## src/core/wait_gen_params.svh

```systemverilog
// Offsets, field positions, reset values and timing figures of the wait generator
`ifndef WAIT_GEN_PARAMS_SVH
`define WAIT_GEN_PARAMS_SVH

// Register byte offsets
`define OFS_WDT_MODE 8'h00
`define OFS_UART_A_STAT 8'h04
`define OFS_UART_B_STAT 8'h08
`define OFS_ADC_MODE 8'h0c
`define OFS_ADC_CHAN 8'h10
`define OFS_PF_MODE 8'h14
`define OFS_PF_THRESH 8'h18
`define OFS_ADC_RESULT 8'h1c
`define OFS_CPU_DIV 8'h20
`define OFS_WAIT_STAT 8'h24

// Field positions
`define ADC_SPEED_BIT 5
`define STAT_FAULT_BIT 0
`define STAT_BUSY_BIT 1
`define STAT_LAST_LSB 4
`define STAT_LAST_MSB 7

// Reset values and the divider clamp limit
`define RST_BYTE 8'h00
`define RST_DIV 3'h0
`define DIV_MAX 3'h4

// Fixed wait counts in CPU clocks
`define WAITS_WDT 4'h3
`define WAITS_UART 4'h1
`define WAITS_NONE 4'h0
`define WAITS_ONE 4'h1

// Macro clock divisor as a power of two of the main input clock
`define MACRO_LOG_FAST 2'h1
`define MACRO_LOG_SLOW 2'h2

// Wait formula, worked in quarter CPU cycles
`define MACRO_PERIODS 8'h02
`define QUARTERS 8'h04
`define CPU_PERIOD_NS 10
`define CPU_LOW_NS 5
`define LOW_QUARTERS (2'((4 * `CPU_LOW_NS) / `CPU_PERIOD_NS))

`endif

```

## src/core/wait_gen_pkg.sv

```systemverilog
// Types shared by the wait generator files
package wait_gen_pkg;

  // Captured address phase of one bus transfer
  typedef struct packed {
    logic [7:0] addr;
    logic write;
  } bus_req_t;

  // Data phase state, one-hot
  typedef enum logic [1:0] {
    ST_IDLE = 2'b01,
    ST_WAIT = 2'b10
  } phase_state_t;

endpackage

```

## src/core/peripheral_access_wait_gen.sv

```systemverilog
// AHB-Lite bridge that stalls the CPU on slow peripheral register accesses
//
// The implementer's own choices: the register offsets and register access over AHB-Lite.
`timescale 1ns/1ps
`include "wait_gen_params.svh"

// Behaviour
// - While a wait runs the bus stays stalled until correct data is moved.
// - A write to the watchdog mode register stalls exactly three cycles.
// - A read of either UART receive status register stalls one cycle.
// - Converter group writes stall 2 to 9 cycles, or 2 to 5 when fast.
// - Converter result reads stall 1 to 9 cycles, or 1 to 5 when fast.
// - Converter waits are two macro periods over a CPU period, plus one.
// - A leftover fraction is dropped unless it passes the clock low time.
// - The macro clock is the input clock over two if bit 5 is set, else four.
// - A computed count of one inserts no wait.
// - A result read still stalls one cycle where group writes stall none.
// - All waits are counted in CPU clock cycles.
module peripheral_access_wait_gen (
  // Clock and reset
  input wire logic hclk,
  input wire logic hresetn,
  // AHB-Lite slave
  input wire logic hsel,
  input wire logic [31:0] haddr,
  input wire logic [1:0] htrans,
  input wire logic hwrite,
  input wire logic [2:0] hsize,
  input wire logic [31:0] hwdata,
  input wire logic hready,
  output logic [31:0] hrdata,
  output logic hreadyout,
  output logic hresp,
  // Peripheral read data, from logic on hclk
  input wire logic [7:0] uart_a_status,
  input wire logic [7:0] uart_b_status,
  input wire logic [7:0] adc_result,
  // Oscillator stop level, from another domain
  input wire logic main_osc_stop_ctrl,
  // Peripheral settings
  output logic [7:0] watchdog_mode,
  output logic [7:0] adc_mode,
  output logic [7:0] adc_channel,
  output logic [7:0] pf_mode,
  output logic [7:0] pf_threshold,
  // Access pulses toward the peripherals
  output logic watchdog_wr_pulse,
  output logic uart_a_rd_pulse,
  output logic uart_b_rd_pulse,
  output logic adc_rd_pulse
);

  logic [7:0] watchdog_mode_reg_r;
  logic [7:0] adc_mode_reg_r;
  logic [7:0] adc_channel_select_reg_r;
  logic [7:0] power_fail_compare_mode_reg_r;
  logic [7:0] power_fail_threshold_reg_r;
  logic [2:0] cpu_div_r;
  logic fault_r;
  logic [3:0] last_waits_r;
  wait_gen_pkg::bus_req_t dreq_r;
  wait_gen_pkg::bus_req_t areq;
  wait_gen_pkg::phase_state_t state_r;
  logic dphase_r;
  logic hreadyout_r;
  logic [31:0] hrdata_r;
  logic [2:0] osc_sync_r;
  logic osc_stopped_r;
  logic accept;
  logic commit;
  logic conversion_speed_select;
  logic [3:0] calc_waits;
  logic [3:0] req_waits;
  logic cnt_busy;
  logic cnt_last;
  logic wr_pulse_r;
  logic ua_pulse_r;
  logic ub_pulse_r;
  logic adc_pulse_r;

  // Converter group wait count from CPU divider and speed select
  function automatic logic [3:0] adc_waits(input logic [2:0] div,
                                           input logic fast);
    logic [1:0] macro_log;
    logic [7:0] quarters;
    logic [7:0] whole;
    macro_log = fast ? `MACRO_LOG_FAST : `MACRO_LOG_SLOW;
    // Two macro periods in quarter CPU cycles, plus one cycle
    quarters = ((`MACRO_PERIODS * `QUARTERS) << macro_log) >> div;
    quarters = quarters + `QUARTERS;
    whole = quarters >> 2;
    // Fraction equal to the low time is dropped, above it rounds up
    if (quarters[1:0] > `LOW_QUARTERS) begin
      whole = whole + 8'h01;
    end
    adc_waits = whole[3:0];
  endfunction

  // Register read mux, narrow data in the low bits
  function automatic logic [31:0] read_value(input logic [7:0] a);
    logic [7:0] v;
    v = `RST_BYTE;
    if (a == `OFS_WDT_MODE) begin
      v = watchdog_mode_reg_r;
    end else if (a == `OFS_UART_A_STAT) begin
      v = uart_a_status;
    end else if (a == `OFS_UART_B_STAT) begin
      v = uart_b_status;
    end else if (a == `OFS_ADC_MODE) begin
      v = adc_mode_reg_r;
    end else if (a == `OFS_ADC_CHAN) begin
      v = adc_channel_select_reg_r;
    end else if (a == `OFS_PF_MODE) begin
      v = power_fail_compare_mode_reg_r;
    end else if (a == `OFS_PF_THRESH) begin
      v = power_fail_threshold_reg_r;
    end else if (a == `OFS_ADC_RESULT) begin
      v = adc_result;
    end else if (a == `OFS_CPU_DIV) begin
      v = {5'h00, cpu_div_r};
    end else if (a == `OFS_WAIT_STAT) begin
      v[`STAT_FAULT_BIT] = fault_r;
      v[`STAT_BUSY_BIT] = cnt_busy;
      v[`STAT_LAST_MSB:`STAT_LAST_LSB] = last_waits_r;
    end
    read_value = {24'h000000, v};
  endfunction

  // Converter group write target
  function automatic logic is_adc_group(input logic [7:0] a);
    is_adc_group = (a == `OFS_ADC_MODE) || (a == `OFS_ADC_CHAN) ||
                   (a == `OFS_PF_MODE) || (a == `OFS_PF_THRESH);
  endfunction

  assign areq.addr = haddr[7:0];
  assign areq.write = hwrite;
  assign accept = hsel && htrans[1] && hready;
  assign commit = dphase_r && hreadyout_r;
  assign conversion_speed_select = adc_mode_reg_r[`ADC_SPEED_BIT];
  assign calc_waits = adc_waits(cpu_div_r, conversion_speed_select);

  // Wait count of the transfer now in its address phase
  always_comb begin
    req_waits = `WAITS_NONE;
    if (haddr[31:8] != 24'h000000) begin
      req_waits = `WAITS_NONE;
    end else if (hwrite && areq.addr == `OFS_WDT_MODE) begin
      req_waits = `WAITS_WDT;
    end else if (!hwrite && (areq.addr == `OFS_UART_A_STAT ||
                             areq.addr == `OFS_UART_B_STAT)) begin
      req_waits = `WAITS_UART;
    end else if (hwrite && is_adc_group(areq.addr)) begin
      // A count of one means the access needs no stall
      req_waits = (calc_waits == `WAITS_ONE) ? `WAITS_NONE : calc_waits;
    end else if (!hwrite && areq.addr == `OFS_ADC_RESULT) begin
      // The result read keeps one cycle even where writes have none
      req_waits = calc_waits;
    end
  end

  wait_counter u_wait_counter (
    .hclk(hclk),
    .hresetn(hresetn),
    .load(accept),
    .load_value(req_waits),
    .busy(cnt_busy),
    .last(cnt_last)
  );

  // Oscillator stop level, three stages, change taken when two agree
  always_ff @(posedge hclk or negedge hresetn) begin
    if (!hresetn) begin
      osc_sync_r <= 3'h0;
      osc_stopped_r <= 1'b0;
    end else begin
      osc_sync_r <= {osc_sync_r[1:0], main_osc_stop_ctrl};
      if (osc_sync_r[1] == osc_sync_r[2]) begin
        osc_stopped_r <= osc_sync_r[2];
      end
    end
  end

  // Data phase tracking and one-hot wait state
  always_ff @(posedge hclk or negedge hresetn) begin
    if (!hresetn) begin
      state_r <= wait_gen_pkg::ST_IDLE;
      dphase_r <= 1'b0;
      dreq_r <= '0;
    end else begin
      if (accept) begin
        dreq_r <= areq;
        dphase_r <= (haddr[31:8] == 24'h000000);
      end else if (commit) begin
        dphase_r <= 1'b0;
      end
      case (state_r)
        wait_gen_pkg::ST_IDLE: begin
          if (accept && req_waits != `WAITS_NONE) begin
            state_r <= wait_gen_pkg::ST_WAIT;
          end
        end
        wait_gen_pkg::ST_WAIT: begin
          if (cnt_last) begin
            state_r <= wait_gen_pkg::ST_IDLE;
          end
        end
        default: begin
          state_r <= wait_gen_pkg::ST_IDLE;
        end
      endcase
    end
  end

  // Ready drops for exactly the wait count; the CPU cannot move on
  always_ff @(posedge hclk or negedge hresetn) begin
    if (!hresetn) begin
      hreadyout_r <= 1'b1;
    end else if (accept && req_waits != `WAITS_NONE) begin
      hreadyout_r <= 1'b0;
    end else if (cnt_last) begin
      hreadyout_r <= 1'b1;
    end
  end

  // Read data; a stalled read samples again on its last wait cycle
  always_ff @(posedge hclk or negedge hresetn) begin
    if (!hresetn) begin
      hrdata_r <= 32'h00000000;
    end else if (accept && !hwrite) begin
      hrdata_r <= (haddr[31:8] == 24'h000000) ? read_value(areq.addr)
                                               : 32'h00000000;
    end else if (cnt_last && !dreq_r.write) begin
      hrdata_r <= read_value(dreq_r.addr);
    end
  end

  // Register writes land at the end of the data phase
  always_ff @(posedge hclk or negedge hresetn) begin
    if (!hresetn) begin
      watchdog_mode_reg_r <= `RST_BYTE;
      adc_mode_reg_r <= `RST_BYTE;
      adc_channel_select_reg_r <= `RST_BYTE;
      power_fail_compare_mode_reg_r <= `RST_BYTE;
      power_fail_threshold_reg_r <= `RST_BYTE;
      cpu_div_r <= `RST_DIV;
    end else if (commit && dreq_r.write) begin
      if (dreq_r.addr == `OFS_WDT_MODE) begin
        watchdog_mode_reg_r <= hwdata[7:0];
      end else if (dreq_r.addr == `OFS_ADC_MODE) begin
        adc_mode_reg_r <= hwdata[7:0];
      end else if (dreq_r.addr == `OFS_ADC_CHAN) begin
        adc_channel_select_reg_r <= hwdata[7:0];
      end else if (dreq_r.addr == `OFS_PF_MODE) begin
        power_fail_compare_mode_reg_r <= hwdata[7:0];
      end else if (dreq_r.addr == `OFS_PF_THRESH) begin
        power_fail_threshold_reg_r <= hwdata[7:0];
      end else if (dreq_r.addr == `OFS_CPU_DIV) begin
        // Divider settings past the slowest one clamp to it
        cpu_div_r <= (hwdata[2:0] > `DIV_MAX) ? `DIV_MAX : hwdata[2:0];
      end
    end
  end

  // Misuse flag: a waited access while the main oscillator is stopped.
  // Set beats a clear in the same cycle so no event is lost.
  always_ff @(posedge hclk or negedge hresetn) begin
    if (!hresetn) begin
      fault_r <= 1'b0;
    end else if (accept && req_waits != `WAITS_NONE && osc_stopped_r) begin
      fault_r <= 1'b1;
    end else if (commit && dreq_r.write && dreq_r.addr == `OFS_WAIT_STAT &&
                 hwdata[`STAT_FAULT_BIT]) begin
      fault_r <= 1'b0;
    end
  end

  // Wait count of the latest transfer, for software to inspect
  always_ff @(posedge hclk or negedge hresetn) begin
    if (!hresetn) begin
      last_waits_r <= `WAITS_NONE;
    end else if (accept) begin
      last_waits_r <= req_waits;
    end
  end

  // One-cycle access pulses, issued as the transfer completes
  always_ff @(posedge hclk or negedge hresetn) begin
    if (!hresetn) begin
      wr_pulse_r <= 1'b0;
      ua_pulse_r <= 1'b0;
      ub_pulse_r <= 1'b0;
      adc_pulse_r <= 1'b0;
    end else begin
      wr_pulse_r <= commit && dreq_r.write &&
                    dreq_r.addr == `OFS_WDT_MODE;
      ua_pulse_r <= commit && !dreq_r.write &&
                    dreq_r.addr == `OFS_UART_A_STAT;
      ub_pulse_r <= commit && !dreq_r.write &&
                    dreq_r.addr == `OFS_UART_B_STAT;
      adc_pulse_r <= commit && !dreq_r.write &&
                     dreq_r.addr == `OFS_ADC_RESULT;
    end
  end

  // Every output but hresp straight from a flip-flop; hresp is tied to OKAY
  assign hrdata = hrdata_r;
  assign hreadyout = hreadyout_r;
  assign hresp = 1'b0;
  assign watchdog_mode = watchdog_mode_reg_r;
  assign adc_mode = adc_mode_reg_r;
  assign adc_channel = adc_channel_select_reg_r;
  assign pf_mode = power_fail_compare_mode_reg_r;
  assign pf_threshold = power_fail_threshold_reg_r;
  assign watchdog_wr_pulse = wr_pulse_r;
  assign uart_a_rd_pulse = ua_pulse_r;
  assign uart_b_rd_pulse = ub_pulse_r;
  assign adc_rd_pulse = adc_pulse_r;
endmodule

```

## src/core/wait_counter.sv

```systemverilog
// Down counter of CPU clock wait cycles
`timescale 1ns/1ps
`include "wait_gen_params.svh"

module wait_counter (
  // Clock and reset
  input wire logic hclk,
  input wire logic hresetn,
  // Control
  input wire logic load,
  input wire logic [3:0] load_value,
  // Status
  output logic busy,
  output logic last
);

  logic [3:0] count_r;

  // Counts hclk edges only, so every wait is a CPU clock
  always_ff @(posedge hclk or negedge hresetn) begin
    if (!hresetn) begin
      count_r <= `WAITS_NONE;
    end else if (load) begin
      count_r <= load_value;
    end else if (count_r != `WAITS_NONE) begin
      count_r <= count_r - `WAITS_ONE;
    end
  end

  assign busy = (count_r != `WAITS_NONE);
  assign last = (count_r == `WAITS_ONE);

endmodule

```

## config.mk

```make
export PLATFORM = sky130hd
export DESIGN_NAME = peripheral_access_wait_gen
export DESIGN_NICKNAME = d
export VERILOG_FILES = /design/src/core/wait_gen_pkg.sv /design/src/core/peripheral_access_wait_gen.sv /design/src/core/wait_counter.sv
export VERILOG_INCLUDE_DIRS = /design/src /design/src/core
export SDC_FILE = /design/constraint.sdc
export NUM_CORES = 1
export LEC_CHECK = 0
export ABC_AREA = 1
export BUFFER_PORTS_ARGS = -buffer_cell sky130_fd_sc_hd__buf_2
export CAP_MARGIN = 10
export CORE_MARGIN = 8
export CORE_UTILIZATION = 29
export CTS_BUF_LIST = sky130_fd_sc_hd__clkbuf_16
export CTS_CLUSTER_DIAMETER = 50
export DETAILED_ROUTE_END_ITERATION = 10
export GPL_TIMING_DRIVEN = 0
export PLACE_DENSITY = 0.5
export SLEW_MARGIN = 20
export SYNTH_ARGS = -nofsm -noshare
export SYNTH_HDL_FRONTEND = slang
export SYNTH_SLANG_ARGS = --single-unit
```

## constraint.sdc

```tcl
create_clock -name hclk -period 2.4 [get_ports hclk]
set_input_delay 0.48 -clock hclk [delete_from_list [all_inputs] [get_ports hclk]]
set_output_delay 0.48 -clock hclk [all_outputs]
set_load 0.005 [all_outputs]
```

==> run summary <==
ROUTE
-------------------------------------------------------------------------------------------
Count of TritonRoute iterations in the first routing pass ....................            7
Post-detailed-route wirelength per cell ......................................      17.2 um
Detailed route wirelength on metal2 ..........................................      9.05 mm
Detailed-routed wire length on met3 ..........................................      1.28 mm
Highest layer used for signal routing ........................................         met4
Wire length on met1 ..........................................................      9.20 mm
Post-DRT Antenna Nets ........................................................            0
Number of design-rule violations left by the first detailed-router iteration .          524
Detailed Route WL ............................................................      20.1 mm
Total number of vias .........................................................         5596
DR vias/cell .................................................................         4.79
Remaining DRCs ...............................................................            0

STA
-------------------------------------------------------------------------------------------
Worst-case clock skew ........................................................   0.00599 ns
Relative slew slack ..........................................................        0.572
Min setup slack post-route ...................................................     0.146 ns
Shortest period the worst path allows ........................................      2.25 ns
Summed negative setup slack over all endpoints ...............................         0 ns
Hold Slack ...................................................................    0.0975 ns
Measured slew at the worst slew-check pin ....................................     0.639 ns
Number of hold-slack violations in the final timing report ...................            0
Max Transition Viols Final ...................................................            0
Fin crit share ...............................................................        0.939
Fmax .........................................................................      444 MHz
Finish-stage setup viols .....................................................            0
Setup repair after global routing missed its margin ..........................          yes

LAYOUT
-------------------------------------------------------------------------------------------
Final standard cell area without fillers .....................................   6700 sq um
Growth of design area from synthesis to finish ...............................        28.7%
Fraction of layout cells with a size suffix above 1 ..........................        0.268
Combined flip-flop and latch cell area .......................................   1980 sq um
Area of the multi-input gates ................................................   2810 sq um
Number of fill cells .........................................................         1972
Filler-free cell count of the finished design ................................         1169
Finished Core Util ...........................................................        0.377
Number of nets in the layout .................................................         1039

GLOBAL ROUTE
-------------------------------------------------------------------------------------------
Remaining global-route overflow ..............................................            0
Antenna violations before repair .............................................            1
Wire length of the first global-routing pass .................................      30.9 mm
Number of global-route vias before repair ....................................         5398
Total routing resource utilization after global routing ......................        0.180
Pin count of the biggest net entering global routing .........................           45

POWER AND IR DROP
-------------------------------------------------------------------------------------------
Post-route total power .......................................................      3.87 mW
Share of power burned in the clock network ...................................        0.395
Switching pwr ................................................................      1.19 mW
Internal Power ...............................................................      2.68 mW
Comb pwr share ...............................................................        0.207
Leakage power total ..........................................................      3.55 nW
Share of power burned in registers ...........................................        0.398
Switching Fraction ...........................................................        0.307
Peak supply drop .............................................................       353 uV
PD cells .....................................................................  578 nW/um^2

WORST SETUP PATH
-------------------------------------------------------------------------------------------
Data arrival time at the worst-slack endpoint ................................      2.49 ns
Kind of start point of the critical path .....................................    flip-flop
Top fanout value on the critical path ........................................            3
Type of element capturing the critical path ..................................    flip-flop
Data required time of the worst path .........................................      2.63 ns
Worst Setup Path Type ........................................................   reg -> reg

PLACEMENT
-------------------------------------------------------------------------------------------
Sum of net half-perimeters after detailed placement ..........................      15.8 mm
Placed cell areas ............................................................   6220 sq um
Cell Count Post-Placement ....................................................         1144
Port Buf Inserts .............................................................          123
Placement Setup Slack ........................................................    -0.195 ns
Final estimated routing congestion in global placement .......................        0.901

CLOCK NETWORK
-------------------------------------------------------------------------------------------
Buffers from clock root to sink, at most .....................................            2
Library cell used as clock root buffer ....................................... sky130_fd_sc_hd__clkbuf_16
H-Tree Level Count ...........................................................            3
Post-cts hold buffer count ...................................................            0
CTS tree .....................................................................         done
Cts bufs inserted ............................................................            9
Number of sinks handled by clock tree synthesis ..............................           79
Worst-Skew Late Latency ......................................................      0.35 ns
Clock transition at path regs ................................................      0.07 ns

SYNTH
-------------------------------------------------------------------------------------------
Sequential area share after synthesis ........................................        0.380
YS warnings ..................................................................            0
Number of flip-flops and latches in the synthesized netlist ..................           79
Synthesized cell area ........................................................   5200 sq um
Unique cell type count in the Yosys netlist ..................................           35
Compound-gate portion of the synthesized area ................................        0.124
Main combinational cell family by area after synthesis ....................... simple AND/OR/NAND/NOR gates
Xor and xnor fraction of the mapped netlist area .............................            0
Avg Synthesized Cell Area ....................................................   6.78 sq um
Simple-gate share of the synthesized area ....................................        0.366
Post-Syn Instances ...........................................................          767
Portion of netlist area occupied by mux cells ................................            0
Synth Area in Adders .........................................................       0.0164

FLOORPLAN
-------------------------------------------------------------------------------------------
Total Die Area ...............................................................  22500 sq um
Starting utilization of the core area ........................................        0.293
Die height ...................................................................       150 um
Count of boundary I/O pins ...................................................          177
Horizontal die dimension .....................................................       150 um
Number of placement rows .....................................................           49
Area of the placeable core ...................................................  17800 sq um

FLOW RUN
-------------------------------------------------------------------------------------------
Total of max-cap violations ..................................................            0

OUTCOME
-------------------------------------------------------------------------------------------
Run status ................................................................... finished, final reports clean

HOLD PATH
-------------------------------------------------------------------------------------------
Min-Delay Path Class .........................................................  in -> async

[cells by family after synthesis]
logic type,count (synthesis)
buffers and inverters,128
AO/OA/AOI/OAI,123
other,1
adder cells (fa/ha/maj),7
AND/OR/NAND/NOR,429
flip-flops,79
[power groups by stage]
| stage | clock [mW] | sequential (mW) | combinational [mW] |
|---|---|---|---|
| 2_1_floorplan | 0 | 1.56 | 0.479 |
| 3_3_place_gp | 0 | 1.56 | 0.801 |
| 3_5_place_dp | 0 | 1.57 | 0.805 |
| 4_1_cts | 1.56 | 1.54 | 0.808 |
| 5_1_grt | 1.62 | 1.56 | 0.922 |
| 6_report | 1.53 | 1.54 | 0.803 |
[cells in the final DEF, fill, tap and decap left out, types with 2 or more instances in the layout]
master / n
sky130_fd_sc_hd__a21oi_1: 51
sky130_fd_sc_hd__buf_2: 128
sky130_fd_sc_hd__buf_4: 34
sky130_fd_sc_hd__bufinv_16: 2
sky130_fd_sc_hd__clkbuf_1: 4
sky130_fd_sc_hd__clkbuf_16: 9
sky130_fd_sc_hd__clkinv_4: 2
sky130_fd_sc_hd__conb_1: 25
sky130_fd_sc_hd__dfrtp_1: 77
sky130_fd_sc_hd__ha_1: 3
sky130_fd_sc_hd__ha_4: 2
sky130_fd_sc_hd__inv_1: 78
sky130_fd_sc_hd__inv_2: 13
sky130_fd_sc_hd__nand2_1: 212
sky130_fd_sc_hd__nand2_2: 16
sky130_fd_sc_hd__nand2_4: 3
sky130_fd_sc_hd__nand3_1: 72
sky130_fd_sc_hd__nand3_2: 2
sky130_fd_sc_hd__nand3b_1: 3
sky130_fd_sc_hd__nand4_1: 11
sky130_fd_sc_hd__nor2_1: 76
sky130_fd_sc_hd__nor2_2: 12
sky130_fd_sc_hd__nor2_4: 9
sky130_fd_sc_hd__nor3_1: 3
sky130_fd_sc_hd__nor3_2: 2
sky130_fd_sc_hd__o211ai_1: 2
sky130_fd_sc_hd__o21ai_0: 57
sky130_fd_sc_hd__o21bai_1: 2
sky130_fd_sc_hd__o22ai_1: 5
sky130_fd_sc_hd__or2_2: 6
[flip-flops by register name, summed over array words and instances, names as in the netlist, 3 cells and up]
| register | flops |
|---|---|
| pf_mode | 8 |
| dreq_r | 9 |
| pf_threshold | 8 |
| osc_sync_r | 3 |
| adc_mode | 8 |
| adc_channel | 8 |
| last_waits_r | 4 |
| cpu_div_r | 3 |
| u_wait_counter.count_r | 4 |
| hrdata | 8 |
| watchdog_mode | 8 |
[layout make-up]
type / count / share of cell area
diodes: 1 / 0.000374
plain buffers: 37 / 0.0366
clock buffers: 9 / 0.0336
clock inverters: 7 / 0.0146
inverters: 91 / 0.0514
multi-input cells: 584 / 0.419
flip-flops and latches: 79 / 0.296
well taps: 229 / 0.0428
repair buffers: 132 / 0.106
[synthesized netlist by cell type, drive strengths merged]
cell / n / area share
a21oi: 52 / 0.050
conb: 1 / 0.00072
o211ai: 2 / 0.0029
nand2: 231 / 0.17
o21ai: 59 / 0.057
ha: 6 / 0.014
o22ai: 5 / 0.0060
o21bai: 2 / 0.0029
o31ai: 1 / 0.0014
nor2: 97 / 0.087
nand4: 11 / 0.013
or2: 6 / 0.0072
nor3b: 1 / 0.0014
nor3: 5 / 0.0058
maj3: 1 / 0.0019
a22oi: 1 / 0.0024
dfstp: 1 / 0.0051
and3: 1 / 0.0012
buf: 32 / 0.043
inv: 91 / 0.066
a31oi: 1 / 0.0012
clkbuf: 5 / 0.0038
dfrtp: 78 / 0.38
nand3b: 3 / 0.0043
nand3: 74 / 0.073
[path summary, 6_finish.rpt]
check	slack [ns]	end	start	cells after the start
min reg2reg	0.35	osc_sync_r[1]	osc_sync_r[0]	0
max reg2reg	0.15	fault_r	adc_mode[5]	18
min in group hclk	0.23	osc_sync_r[0]	main_osc_stop_ctrl	1
max	0.15	fault_r	adc_mode[5]	18
max in group asynchronous	1.69	adc_mode[5]	hresetn	2
min	0.1	osc_sync_r[0]	hresetn	1
[layer usage]
layer,global-route usage,up-vias
met2,0.270,210
li1,-,2755
met5,0,-
met3,0.0360,31
met1,0.247,2600
met4,0.0745,0
[critical path: stages (launching register included)]
cell and delay, ns:
sky130_fd_sc_hd__dfrtp_2 0.46, sky130_fd_sc_hd__buf_6 0.15, sky130_fd_sc_hd__ha_4 0.15, sky130_fd_sc_hd__o21ai_2 0.13
sky130_fd_sc_hd__a21oi_2 0.06, sky130_fd_sc_hd__ha_2 0.33, sky130_fd_sc_hd__inv_2 0.05, sky130_fd_sc_hd__nor2_4 0.09
sky130_fd_sc_hd__inv_1 0.04, sky130_fd_sc_hd__nand2_1 0.07, sky130_fd_sc_hd__inv_2 0.04, sky130_fd_sc_hd__nand2_1 0.07
sky130_fd_sc_hd__nand2_1 0.05, sky130_fd_sc_hd__nand2_1 0.12, sky130_fd_sc_hd__nand2_1 0.08, sky130_fd_sc_hd__inv_2 0.07
sky130_fd_sc_hd__nand2_4 0.06, sky130_fd_sc_hd__nand2_2 0.06, sky130_fd_sc_hd__nand2_1 0.05
[timing repair]
item	in CTS	in global routing
setup endpoints to repair	4	5
buffers inserted	1	7
resized for setup	2	29
pin swaps	0	17
(Power assumes the default switching activity.)
